--- config.mk ---
export PLATFORM = sky130hd
export DESIGN_NAME = asp_serial_port
export DESIGN_NICKNAME = d
export VERILOG_FILES = /design/src/asp_baud_gen.v /design/src/asp_tx.v /design/src/asp_serial_port.v
export VERILOG_INCLUDE_DIRS = /design/src
export SDC_FILE = /design/constraint.sdc
export NUM_CORES = 1
export LEC_CHECK = 0
export CORE_ASPECT_RATIO = 0.5
export CORE_UTILIZATION = 48
export CTS_CLUSTER_DIAMETER = 120
export DETAILED_ROUTE_END_ITERATION = 8
export DONT_BUFFER_PORTS = 1
export MAX_ROUTING_LAYER = met4
export PLACE_DENSITY = 0.65
export REMOVE_ABC_BUFFERS = 1
export SKIP_LAST_GASP = 1
export SYNTH_ARGS = -nofsm -noshare
export SYNTH_HDL_FRONTEND = slang
export SYNTH_SLANG_ARGS = --single-unit
--- constraint.sdc ---
create_clock -name core_clk -period 2.54 [get_ports core_clk]
set_input_delay 0.254 -clock core_clk [delete_from_list [all_inputs] [get_ports core_clk]]
set_output_delay 0.254 -clock core_clk [all_outputs]
set_load 0.01 [all_outputs]
--- src/asp_defs.vh ---
// register map, field positions and reset values of the serial port
`ifndef ASP_DEFS_VH
`define ASP_DEFS_VH
// register addresses
`define ASP_A_MODE 4'h0
`define ASP_A_STAT 4'h2
`define ASP_A_BRGC 4'h4
`define ASP_A_BSRC 4'h6
`define ASP_A_TXD 4'h8
`define ASP_A_RXB 4'ha
// mode register fields
`define ASP_M_TXE 7
`define ASP_M_RXE 6
`define ASP_M_PARH 5
`define ASP_M_PARL 4
`define ASP_M_LEN 3
`define ASP_M_STOP 2
`define ASP_M_SUPP 1
`define ASP_MODE_WMASK 8'hfe
// status register fields
`define ASP_S_PE 2
`define ASP_S_FE 1
`define ASP_S_OVE 0
// baud source register fields
`define ASP_B_EXT 0
`define ASP_B_PSH 3
`define ASP_B_PSL 1
// parity codes
`define ASP_PAR_NONE 2'h0
`define ASP_PAR_ZERO 2'h1
`define ASP_PAR_ODD 2'h2
`define ASP_PAR_EVEN 2'h3
// reset values
`define ASP_MODE_RST 8'h00
`define ASP_STAT_RST 3'h0
`define ASP_BRGC_RST 8'h00
`define ASP_BSRC_RST 4'h0
`define ASP_DATA_RST 8'hff
// oversampling: 16 ticks per bit, centre at tick 7 of the start bit
`define ASP_OVS_LAST 4'hf
`define ASP_OVS_HALF 4'h7
`define ASP_BRGC_MIN 8'h08
// frame sizes
`define ASP_FRM_W 12
`define ASP_FRM_ONES 12'hfff
`define ASP_BITS8 4'h8
`define ASP_BITS7 4'h7
`endif

--- src/asp_baud_gen.v ---
// oversampling baud tick from the internal or external clock source
`timescale 1ns/1ns
`include "asp_defs.vh"
module asp_baud_gen (
  // clock and reset
  input wire core_clk,
  input wire rst_n,
  // configuration
  input wire enable,
  input wire useExt,
  input wire [2:0] prescale,
  input wire [7:0] divisor,
  input wire extClk,
  // tick out
  output reg tick16_r
);
  reg [7:0] preCnt_r;
  reg [7:0] divCnt_r;
  reg extPrev_r;
  wire [7:0] preMask = (8'h01 << prescale) - 8'h01;
  wire intTick = (preCnt_r & preMask) == preMask;
  wire extTick = extClk & ~extPrev_r;
  wire srcTick = useExt ? extTick : intTick;
  // divisors below the minimum are not allowed; they give no ticks
  wire divOk = divisor >= `ASP_BRGC_MIN;
  always @(posedge core_clk or negedge rst_n) begin
    if (!rst_n) begin
      preCnt_r <= 8'h00;
      divCnt_r <= 8'h00;
      extPrev_r <= 1'b0;
      tick16_r <= 1'b0;
    end else begin
      extPrev_r <= extClk;
      tick16_r <= 1'b0;
      if (!enable || !divOk) begin
        preCnt_r <= 8'h00;
        divCnt_r <= 8'h00;
      end else begin
        preCnt_r <= preCnt_r + 8'h01;
        if (srcTick) begin
          // 10 MHz, divisor 20 gives 16 x 31.25 kbps
          if (divCnt_r >= divisor - 8'h01) begin
            divCnt_r <= 8'h00;
            tick16_r <= 1'b1;
          end else begin
            divCnt_r <= divCnt_r + 8'h01;
          end
        end
      end
    end
  end
endmodule // asp_baud_gen

--- src/asp_tx.v ---
// transmit framer and shifter
`timescale 1ns/1ns
`include "asp_defs.vh"
module asp_tx (
  // clock and reset
  input wire core_clk,
  input wire rst_n,
  // control
  input wire enable,
  input wire tick16,
  input wire start,
  input wire [7:0] data,
  input wire len8,
  input wire [1:0] parity,
  input wire stop2,
  // line and state
  output reg txOut_r,
  output reg busy_r
);
  reg [`ASP_FRM_W-1:0] frame;
  reg [`ASP_FRM_W-1:0] shift_r;
  reg [3:0] bitsLeft_r;
  reg [3:0] tickCnt_r;
  reg [3:0] nData;
  reg parBit;
  reg [3:0] nBits;
  integer i;
  always @* begin
    nData = len8 ? `ASP_BITS8 : `ASP_BITS7;
    parBit = ^(data & {len8, 7'h7f});
    if (parity == `ASP_PAR_ODD)
      parBit = ~parBit;
    else if (parity == `ASP_PAR_ZERO)
      parBit = 1'b0;
    frame = `ASP_FRM_ONES;
    frame[0] = 1'b0;
    for (i = 0; i < 8; i = i + 1) begin
      if (i < nData)
        frame[i + 1] = data[i];
    end
    if (parity != `ASP_PAR_NONE)
      frame[nData + 4'h1] = parBit;
    nBits = nData + 4'h1 + {3'h0, parity != `ASP_PAR_NONE} +
      (stop2 ? 4'h2 : 4'h1);
  end
  always @(posedge core_clk or negedge rst_n) begin
    if (!rst_n) begin
      txOut_r <= 1'b1;
      busy_r <= 1'b0;
      shift_r <= `ASP_FRM_ONES;
      bitsLeft_r <= 4'h0;
      tickCnt_r <= 4'h0;
    end else if (!enable) begin
      txOut_r <= 1'b1;
      busy_r <= 1'b0;
    end else if (start && !busy_r) begin
      txOut_r <= frame[0];
      shift_r <= frame >> 1;
      bitsLeft_r <= nBits - 4'h1;
      tickCnt_r <= 4'h0;
      busy_r <= 1'b1;
    end else if (busy_r && tick16) begin
      tickCnt_r <= tickCnt_r + 4'h1;
      if (tickCnt_r == `ASP_OVS_LAST) begin
        if (bitsLeft_r == 4'h0) begin
          busy_r <= 1'b0;
          txOut_r <= 1'b1;
        end else begin
          txOut_r <= shift_r[0];
          shift_r <= {1'b1, shift_r[`ASP_FRM_W-1:1]};
          bitsLeft_r <= bitsLeft_r - 4'h1;
        end
      end
    end
  end
endmodule // asp_tx

--- src/asp_serial_port.v ---
// asynchronous serial port: registers, receiver and pin control
// Function
// - stopped mode halts all serial transfer
// - full duplex, data byte after start bit
// - baud from internal clock or external pin
// - baud generator reaches 31.25 kbps
// - transmit data write starts transmission
// - seven-bit mode sends low seven bits
// - transmit data write only, reads zero
// - transmit data resets to all ones
// - shifter fills, full character goes to buffer
// - receive shifter hidden from software
// - seven-bit receive clears buffer top bit
// - receive buffer read only, resets ones
// - frame: start, optional parity, stop bits
// - receiver records error type in status
// - parity none, zero, odd or even
// - 7/8 bits, 1/2 stops, one checked
// - flags parity, framing and overrun errors
// - completion pulse suppressible on error
//
// Design decisions made here: the placing of the registers and the strobed register port.
`timescale 1ns/1ns
`include "asp_defs.vh"
module asp_serial_port (
  // clock and reset
  input wire core_clk,
  input wire rst_n,
  // register port
  input wire [3:0] busAddr,
  input wire [7:0] busWrData,
  input wire busWrEn,
  input wire busRdEn,
  output reg [7:0] busRdData_r,
  // serial pins
  input wire serialInPin,
  input wire externalBaudClockPin,
  output wire serialOutPin,
  // events and state
  output reg rxDone_r,
  output reg rxErr_r,
  output wire txBusy
);
  localparam [4:0] ST_IDLE = 5'b00001;
  localparam [4:0] ST_START = 5'b00010;
  localparam [4:0] ST_DATA = 5'b00100;
  localparam [4:0] ST_PAR = 5'b01000;
  localparam [4:0] ST_STOP = 5'b10000;

  // software visible registers, transmit start pulse and receive full flag
  reg [7:0] serialMode_r;
  reg [2:0] errStatus_r;
  reg [7:0] baudDivider_r;
  reg [3:0] baudSource_r;
  reg [7:0] transmitData_r;
  reg [7:0] receiveDataBuffer_r;
  reg txStart_r;
  reg rxFull_r;

  // receiver state
  reg [4:0] rxState_r;
  reg [3:0] rxTicks_r;
  reg [3:0] rxBit_r;
  reg [7:0] receiveShifter_r;
  reg rxParBit_r;
  reg rxIn_r;
  reg rxPrev_r;

  wire txEnable = serialMode_r[`ASP_M_TXE];
  wire rxEnable = serialMode_r[`ASP_M_RXE];
  wire [1:0] paritySelect =
    serialMode_r[`ASP_M_PARH:`ASP_M_PARL];
  wire charLengthSelect = serialMode_r[`ASP_M_LEN];
  wire stopLengthSelect = serialMode_r[`ASP_M_STOP];
  wire errorIrqSuppress = serialMode_r[`ASP_M_SUPP];
  wire baudTick;

  wire wrMode = busWrEn && busAddr == `ASP_A_MODE;
  wire wrBrgc = busWrEn && busAddr == `ASP_A_BRGC;
  wire wrBsrc = busWrEn && busAddr == `ASP_A_BSRC;
  wire wrTxd = busWrEn && busAddr == `ASP_A_TXD;
  wire rdStat = busRdEn && busAddr == `ASP_A_STAT;
  wire rdRxb = busRdEn && busAddr == `ASP_A_RXB;

  // last data bit index: 6 or 7
  wire [3:0] lastBit = charLengthSelect ?
    (`ASP_BITS8 - 4'h1) : (`ASP_BITS7 - 4'h1);
  wire parityOn = paritySelect != `ASP_PAR_NONE;
  wire bitEnd = baudTick && rxTicks_r == `ASP_OVS_LAST;
  wire startMid = baudTick && rxTicks_r == `ASP_OVS_HALF;
  wire rxComplete = rxState_r == ST_STOP && bitEnd;

  // parity check of the received character
  wire rxParSum = ^receiveShifter_r ^ rxParBit_r;
  wire parErr = (paritySelect == `ASP_PAR_ODD && !rxParSum) ||
    (paritySelect == `ASP_PAR_EVEN && rxParSum);
  wire frmErr = !rxIn_r;
  wire ovrErr = rxFull_r;
  wire anyErr = parErr || frmErr || ovrErr;

  // baud generator; idles in stopped mode to save power
  asp_baud_gen u_baud (
    .core_clk(core_clk),
    .rst_n(rst_n),
    .enable(txEnable || rxEnable),
    .useExt(baudSource_r[`ASP_B_EXT]),
    .prescale(baudSource_r[`ASP_B_PSH:`ASP_B_PSL]),
    .divisor(baudDivider_r),
    .extClk(externalBaudClockPin),
    .tick16_r(baudTick)
  );

  // transmitter runs beside the receiver
  asp_tx u_tx (
    .core_clk(core_clk),
    .rst_n(rst_n),
    .enable(txEnable),
    .tick16(baudTick),
    .start(txStart_r),
    .data(transmitData_r),
    .len8(charLengthSelect),
    .parity(paritySelect),
    .stop2(stopLengthSelect),
    .txOut_r(serialOutPin),
    .busy_r(txBusy)
  );

  // configuration registers
  always @(posedge core_clk or negedge rst_n) begin
    if (!rst_n) begin
      serialMode_r <= `ASP_MODE_RST;
      baudDivider_r <= `ASP_BRGC_RST;
      baudSource_r <= `ASP_BSRC_RST;
    end else begin
      if (wrMode)
        serialMode_r <= busWrData & `ASP_MODE_WMASK;
      if (wrBrgc)
        baudDivider_r <= busWrData;
      if (wrBsrc)
        baudSource_r <= busWrData[3:0];
    end
  end

  // transmit data; a write during a frame is dropped by the shifter
  always @(posedge core_clk or negedge rst_n) begin
    if (!rst_n) begin
      transmitData_r <= `ASP_DATA_RST;
      txStart_r <= 1'b0;
    end else begin
      txStart_r <= wrTxd && txEnable;
      if (wrTxd)
        transmitData_r <= busWrData;
    end
  end

  // read data stands one cycle after the read strobe
  always @(posedge core_clk or negedge rst_n) begin
    if (!rst_n) begin
      busRdData_r <= 8'h00;
    end else if (busRdEn) begin
      case (busAddr)
        `ASP_A_MODE: busRdData_r <= serialMode_r;
        `ASP_A_STAT: busRdData_r <= {5'h00, errStatus_r};
        `ASP_A_BRGC: busRdData_r <= baudDivider_r;
        `ASP_A_BSRC: busRdData_r <= {4'h0, baudSource_r};
        `ASP_A_RXB: busRdData_r <= receiveDataBuffer_r;
        `ASP_A_TXD: busRdData_r <= 8'h00;
        default: busRdData_r <= 8'h00;
      endcase
    end else begin
      busRdData_r <= 8'h00;
    end
  end

  // receive pin sampling for edge detection
  always @(posedge core_clk or negedge rst_n) begin
    if (!rst_n) begin
      rxIn_r <= 1'b1;
      rxPrev_r <= 1'b1;
    end else begin
      rxIn_r <= serialInPin;
      rxPrev_r <= rxIn_r;
    end
  end

  // receiver state machine
  always @(posedge core_clk or negedge rst_n) begin
    if (!rst_n) begin
      rxState_r <= ST_IDLE;
      rxTicks_r <= 4'h0;
      rxBit_r <= 4'h0;
      receiveShifter_r <= 8'h00;
      rxParBit_r <= 1'b0;
    end else if (!rxEnable) begin
      rxState_r <= ST_IDLE;
      rxTicks_r <= 4'h0;
    end else begin
      if (baudTick)
        rxTicks_r <= rxTicks_r + 4'h1;
      case (rxState_r)
        ST_IDLE: begin
          rxTicks_r <= 4'h0;
          if (rxPrev_r && !rxIn_r) begin
            rxState_r <= ST_START;
            receiveShifter_r <= 8'h00;
          end
        end
        ST_START: begin
          if (startMid) begin
            rxTicks_r <= 4'h0;
            rxBit_r <= 4'h0;
            // a glitch shorter than half a bit is not a start
            if (rxIn_r)
              rxState_r <= ST_IDLE;
            else
              rxState_r <= ST_DATA;
          end
        end
        ST_DATA: begin
          if (bitEnd) begin
            receiveShifter_r[rxBit_r[2:0]] <= rxIn_r;
            rxBit_r <= rxBit_r + 4'h1;
            if (rxBit_r == lastBit)
              rxState_r <= parityOn ? ST_PAR : ST_STOP;
          end
        end
        ST_PAR: begin
          if (bitEnd) begin
            rxParBit_r <= rxIn_r;
            rxState_r <= ST_STOP;
          end
        end
        ST_STOP: begin
          // only the first stop bit is checked
          if (bitEnd)
            rxState_r <= ST_IDLE;
        end
        default: rxState_r <= ST_IDLE;
      endcase
    end
  end

  // receive buffer, full flag and error status
  always @(posedge core_clk or negedge rst_n) begin
    if (!rst_n) begin
      receiveDataBuffer_r <= `ASP_DATA_RST;
      rxFull_r <= 1'b0;
      errStatus_r <= `ASP_STAT_RST;
    end else begin
      // a status read clears; a new error in that cycle wins
      if (rdStat)
        errStatus_r <= `ASP_STAT_RST;
      if (rdRxb)
        rxFull_r <= 1'b0;
      if (rxComplete) begin
        receiveDataBuffer_r <= receiveShifter_r;
        rxFull_r <= 1'b1;
        errStatus_r <= {parErr, frmErr, ovrErr};
      end
    end
  end

  // completion and error pulses
  always @(posedge core_clk or negedge rst_n) begin
    if (!rst_n) begin
      rxDone_r <= 1'b0;
      rxErr_r <= 1'b0;
    end else begin
      rxDone_r <= rxComplete &&
        !(errorIrqSuppress && anyErr);
      rxErr_r <= rxComplete && anyErr;
    end
  end
endmodule // asp_serial_port

# Word-level counts from Yosys, hierarchy flattened
# Index checks and enable logic that the tools add are counted.
[totals]
reg_bits = 114
inputBits = 18
out_inout_bits = 12
[op_classes]
n_addsub = 12
magnitude_cmp = 14
eq_ne = 31
shifts = 1
muxes = 74
bitwise = 6
reduce_logical = 51
[ops]
columns = ["op", "count"]
rows = [
  ["2-to-1 mux 12 bit", 5],
  ["2-to-1 mux 8 bit", 7],
  ["2-to-1 mux 4 bit", 12],
  ["2-to-1 mux 5 bit", 8],
  ["case mux 8 bit (5 select lines)", 1],
  ["2-to-1 mux 1 bit", 29],
  ["case mux 5 bit (5 select lines)", 1],
  ["logical AND 1 bit", 20],
  ["inequality test 3 bit, second input constant", 6],
  ["adder 4 x 1 -> 4 bit, second input constant", 4],
  ["adder 8 x 1 -> 8 bit, second input constant", 2],
  ["AND 8 bit", 2],
  ["equality test 4 bit, second input constant", 4],
  ["< comparator 3 x 4 -> 1 bit, first input constant", 4],
  ["case mux 4 bit (2 select lines)", 2],
  ["case mux 8 bit (2 select lines)", 1],
  ["nonzero test 2 bit", 8],
  ["parity 8 bit", 2],
  ["subtractor 8 x 1 -> 8 bit, second input constant", 2],
  ["bitwise mux 12 bit", 1],
  ["equality test 4 x 3 -> 1 bit, second input constant", 3],
  ["AND reduction 4 bit", 3],
  ["2-to-1 mux 3 bit", 3],
  ["inequality test 3 x 1 -> 1 bit, second input constant", 3],
  ["other kinds (37)", 56],
]

# Longest topological paths before layout
[depth]
word_depth = 10
ltp_mapped = 12
depth_no_buf = 12

# By module
# A second synthesis with hierarchy kept.
[hier_totals]
cells_unflattened = 579
area_unflattened_um2 = 6015.8
[by_module_without_submodules]
columns = ["module", "instances", "cells_each", "area_each_um2", "seq_area_each_um2"]
rows = [
  ["asp_serial_port", 1, 300, 3495.9, 1875.5],
  ["asp_tx", 1, 148, 1313.8, 566.8],
  ["asp_baud_gen", 1, 131, 1206.2, 425.4],
]

# Least setup slack after synthesis
# OpenSTA, ideal clock, no wires.
[synth_path]
path_type = "flip-flop to flip-flop"
start = "register baudDivider_r[6]"
end = "register u_baud.divCnt_r[0]"
arrival_ps = 2687
slack_ps = -242
stages_incl_launch_ff = 11
cell_sequence = "dfrtp_1 or4_1 nor4_1 xnor2_1 ha_1 nand3_1 nor2_1 a211o_1 nor2_1 nand2b_1 o31ai_1"
[synth_between]
elab_chain_cells = 5
word_cells_on_any_way = 9
[synth_lines]
columns = ["item", "line_no", "text"]
rows = [
  ["from (decl)", "asp_serial_port.v:53", "reg [7:0] baudDivider_r;"],
  ["from (signal assigned)", "asp_serial_port.v:132", "baudDivider_r <= `ASP_BRGC_RST;"],
  ["from (signal assigned)", "asp_serial_port.v:138", "baudDivider_r <= busWrData;"],
  ["subtractor 8 x 1 -> 8 bit", "asp_baud_gen.v:42", "if (divCnt_r >= divisor - 8'h01) begin"],
  [">= comparator 8 bit", "asp_baud_gen.v:42", ""],
  ["2-to-1 mux 8 bit", "asp_baud_gen.v:42", ""],
  ["2-to-1 mux 8 bit", "asp_baud_gen.v:40", "if (srcTick) begin"],
  ["2-to-1 mux 8 bit", "asp_baud_gen.v:35", "if (!enable || !divOk) begin"],
  ["to (signal assigned)", "asp_baud_gen.v:46", "divCnt_r <= divCnt_r + 8'h01;"],
  ["to (decl)", "asp_baud_gen.v:18", "reg [7:0] divCnt_r;"],
]
# Several ways; a longest one is shown, not always the timed one. The select of a mux whose other input is x is not followed.
# A chain may end at the register's enable or synchronous reset.

# Worst setup path in the final report
[layout_path]
start = "register baudDivider_r[6]"
end = "register u_baud.divCnt_r[5]"
# The elaborated chain is that of the path after synthesis.

==> impl_metrics.toml <==
[status]
outcome = "complete, but fails checks"
violations = "hold timing, setup timing"

[sta]
fin_worst_skew_ns = 0.00936
fin_crit_ns = 2.57
slew_viol_final = 0
min_period_over_period_pct = 101
finalSetupViolations = 5
worst_pin_slew_ns = 0.798
fin_hold_ws_ns = -0.462
max-slew-margin-rel_pct = 46.7
rsz0062_at_grt = "true"
fmax_mhz = 388
hold_viol = 113
setup_slack_ns = -0.0345

[final_layout]
n_antenna_cell = 0
seqCellArea_um2 = 2870
layout_common_cells = "dfrtp_1, nor2_1, o21ai_0"
area_growth_pct = 18.2
final_nets = 669
multi_input_area_um2 = 3060
drive_above_1_share_pct = 21.5
fin_util_pct = 59.4
final_common_cell = "dfrtp_1"
stdcell_area_um2 = 7140
num-fill-cells = 970

[detailed_routing]
postRouteWirelength_mm = 13.4
postRouteAntennaNets = 0
first_pass_iters = 5
via_count = 4508
wl_per_cell_um = 16.6
via_per_inst = 5.59
drtIter0Drc = 300
drcViolationCount = 0

[yosys]
ys_types = 62
synth_top_flop_cell = "dfrtp_1"
synth-edff-count = 0
async_reset_ff_share_pct = 100
synth_seq_area_share_pct = 47.5
synth.avg_cell_area_um2 = 10.1
syn_inst = 595
netlist_area_um2 = 6040
yosys_warnings = 0
ys_seq_elements = 113

[global_routing]
antenna_found_initial = 0
grt_use_total_pct = 22.8
grt_max_degree = 114
grt_pass1_vias = 4268
gr-total-overflow = 0
grt_pass1_wl_mm = 22.3

[pwr]
p_int_w = 0.00421
leakage_nw = 3.15
power_frac_clock_pct = 40.8
netSwitchingFraction_pct = 28.3
combPwrFrac_pct = 21.4
seqPwrFrac_pct = 37.8
total_power_w = 0.00588
p_switching_w = 0.00166
peakVddDrop_mv = 0.472
powerDensity_nw_per_um2 = 823

[placement]
placed_cell_area_um2 = 6340
place.port_buffers = 0
hpwl_mm = 9.08
place.gp.congestion = 0.890

[critical_path]
crit_type = "reg2reg"
start_kind = "flip-flop"
cp.required_ns = 2.86
end_kind = "flip-flop"
rr_worst_depth = 11
critPathMaxFanout = 6
arrival_ns = 2.89

[clock_tree]
path_clk_slew_ns = 0.05
htreeDepth = 4
cts_tree = "built"
cts_sinks = 113
clk_path_buf_depth = 2
cts_buffers = 17
cts_root_buf = "clkbuf_16"
insertion_delay_ns = 0.41

[floorplanning]
coreArea_um2 = 12000
die_h_um = 81.3
dieArea_um2 = 13100
num_rows = 28
initial_core_util_pct = 50.2
fp.dieW_um = 161
io_pins = 30

[hold_path]
hp-class = "in2async"

[job]
maxCapViolations = 0
## final timing paths
kind	start	end	slack (ns)
min in group core_clk	busWrData[2]	transmitData_r[2]	0.02
hold / removal	rst_n	rxTicks_r[1]	-0.46
max in group asynchronous	rst_n	u_tx.shift_r[3]	2.73
hold reg to reg	rxIn_r	rxPrev_r	0.45
setup / recovery	baudDivider_r[6]	u_baud.divCnt_r[5]	-0.03
setup reg to reg	baudDivider_r[6]	u_baud.divCnt_r[5]	-0.03
## metal layers
layer / track usage, % / wire (um) / up-vias / share of wire (%)
li1: - / - / 2213 / -
met1: 31.5 / 6800 / 2218 / 51
met2: 34.2 / 6100 / 64 / 46
met3: 4.29 / 368 / 13 / 2.7
met4: 6.57 / 122 / 0 / 0.91
met5: - / 0 / - / 0
## per-stage QoR
step / setup WS [ns] / cells / TNS [ns]
2_1_floorplan: -0.243 / 571 / -1.26
3_3_place_gp: -0.109 / 763 / -0.561
3_5_place_dp: -0.194 / 763 / -1.21
4_1_cts: -0.0501 / 806 / -0.160
5_1_grt: -0.143 / 807 / -0.912
6_report: -0.0345 / 807 / -0.0921
## Yosys cell counts, types with 7 or more instances
master | count | area [um2]
o21ai_0 | 51 | 255
nand4_1 | 8 | 50.1
xnor2_1 | 20 | 175
nor3_1 | 12 | 60.1
nand2b_1 | 7 | 43.8
inv_1 | 19 | 71.3
dfrtp_1 | 81 | 2030
mux2_2 | 36 | 405
or3_1 | 8 | 50.1
ha_1 | 20 | 250
dfstp_2 | 32 | 841
xor2_1 | 13 | 114
a22o_1 | 11 | 96.3
nor2b_1 | 9 | 56.3
nand2_1 | 42 | 158
a21oi_1 | 20 | 100
nand3_1 | 23 | 115
nor2_1 | 61 | 229
clkbuf_1 | 15 | 56.3
mux2i_1 | 16 | 160
## critical path: stages (launching register included)
cell,delay [ns]
dfrtp_1,0.38
or4_4,0.56
nor4_4,0.15
xnor2_1,0.16
ha_1,0.28
nand3_2,0.08
nor2_1,0.05
a211o_1,0.28
nor2_4,0.18
buf_6,0.15
a21oi_2,0.05
o22ai_1,0.17
## flip-flops by register name (all words and copies together) (netlist names), 5 cells and up
register	cells
u_tx.shift_r	12
transmitData_r	8
u_baud.divCnt_r	8
rxState_r	5
receiveShifter_r	8
baudDivider_r	8
receiveDataBuffer_r	8
serialMode_r	7
busRdData_r	8
u_baud.preCnt_r	7
## kinds of logic after synthesis
kind of cell             Yosys count  share of synthesized area, %
XOR/XNOR                          35                          5.53
AND/OR/NAND/NOR                  198                          16.0
multiplexers                      52                          9.37
adder cells (fa/ha/maj)           22                          4.81
buffers and inverters             45                          3.09
flip-flops                       113                          47.5
AO/OA/AOI/OAI                    130                          13.7
## timing repair
action	4_1_cts	5_1_grt
resized for setup	8	8
hold buffers	10	1
pin swaps	2	6
endpoints found under the setup margin	9	8
hold endpoints to repair	140	114
buffers inserted	1	0
## area by class of cell
cell class	count	share of cell area [%]
repair buffers	39	4.54
flip-flops and latches	113	40.2
clock buffers	27	7.36
multi-input cells	437	42.9
inverters	21	1.10
well taps	165	2.89
clock inverters	5	1.05
## power groups by stage
stage | registers (W) | clock network, W | logic (W)
after CTS | 0.00222 | 0.00243 | 0.00123
after global routing | 0.00226 | 0.00252 | 0.00140
final | 0.00222 | 0.00240 | 0.00126
after global placement | 0.00224 | 0 | 0.00114
after detailed placement | 0.00224 | 0 | 0.00117
after floorplan | 0.00221 | 0 | 0.000806
No activity file was read; power rests on OpenSTA's default activity.
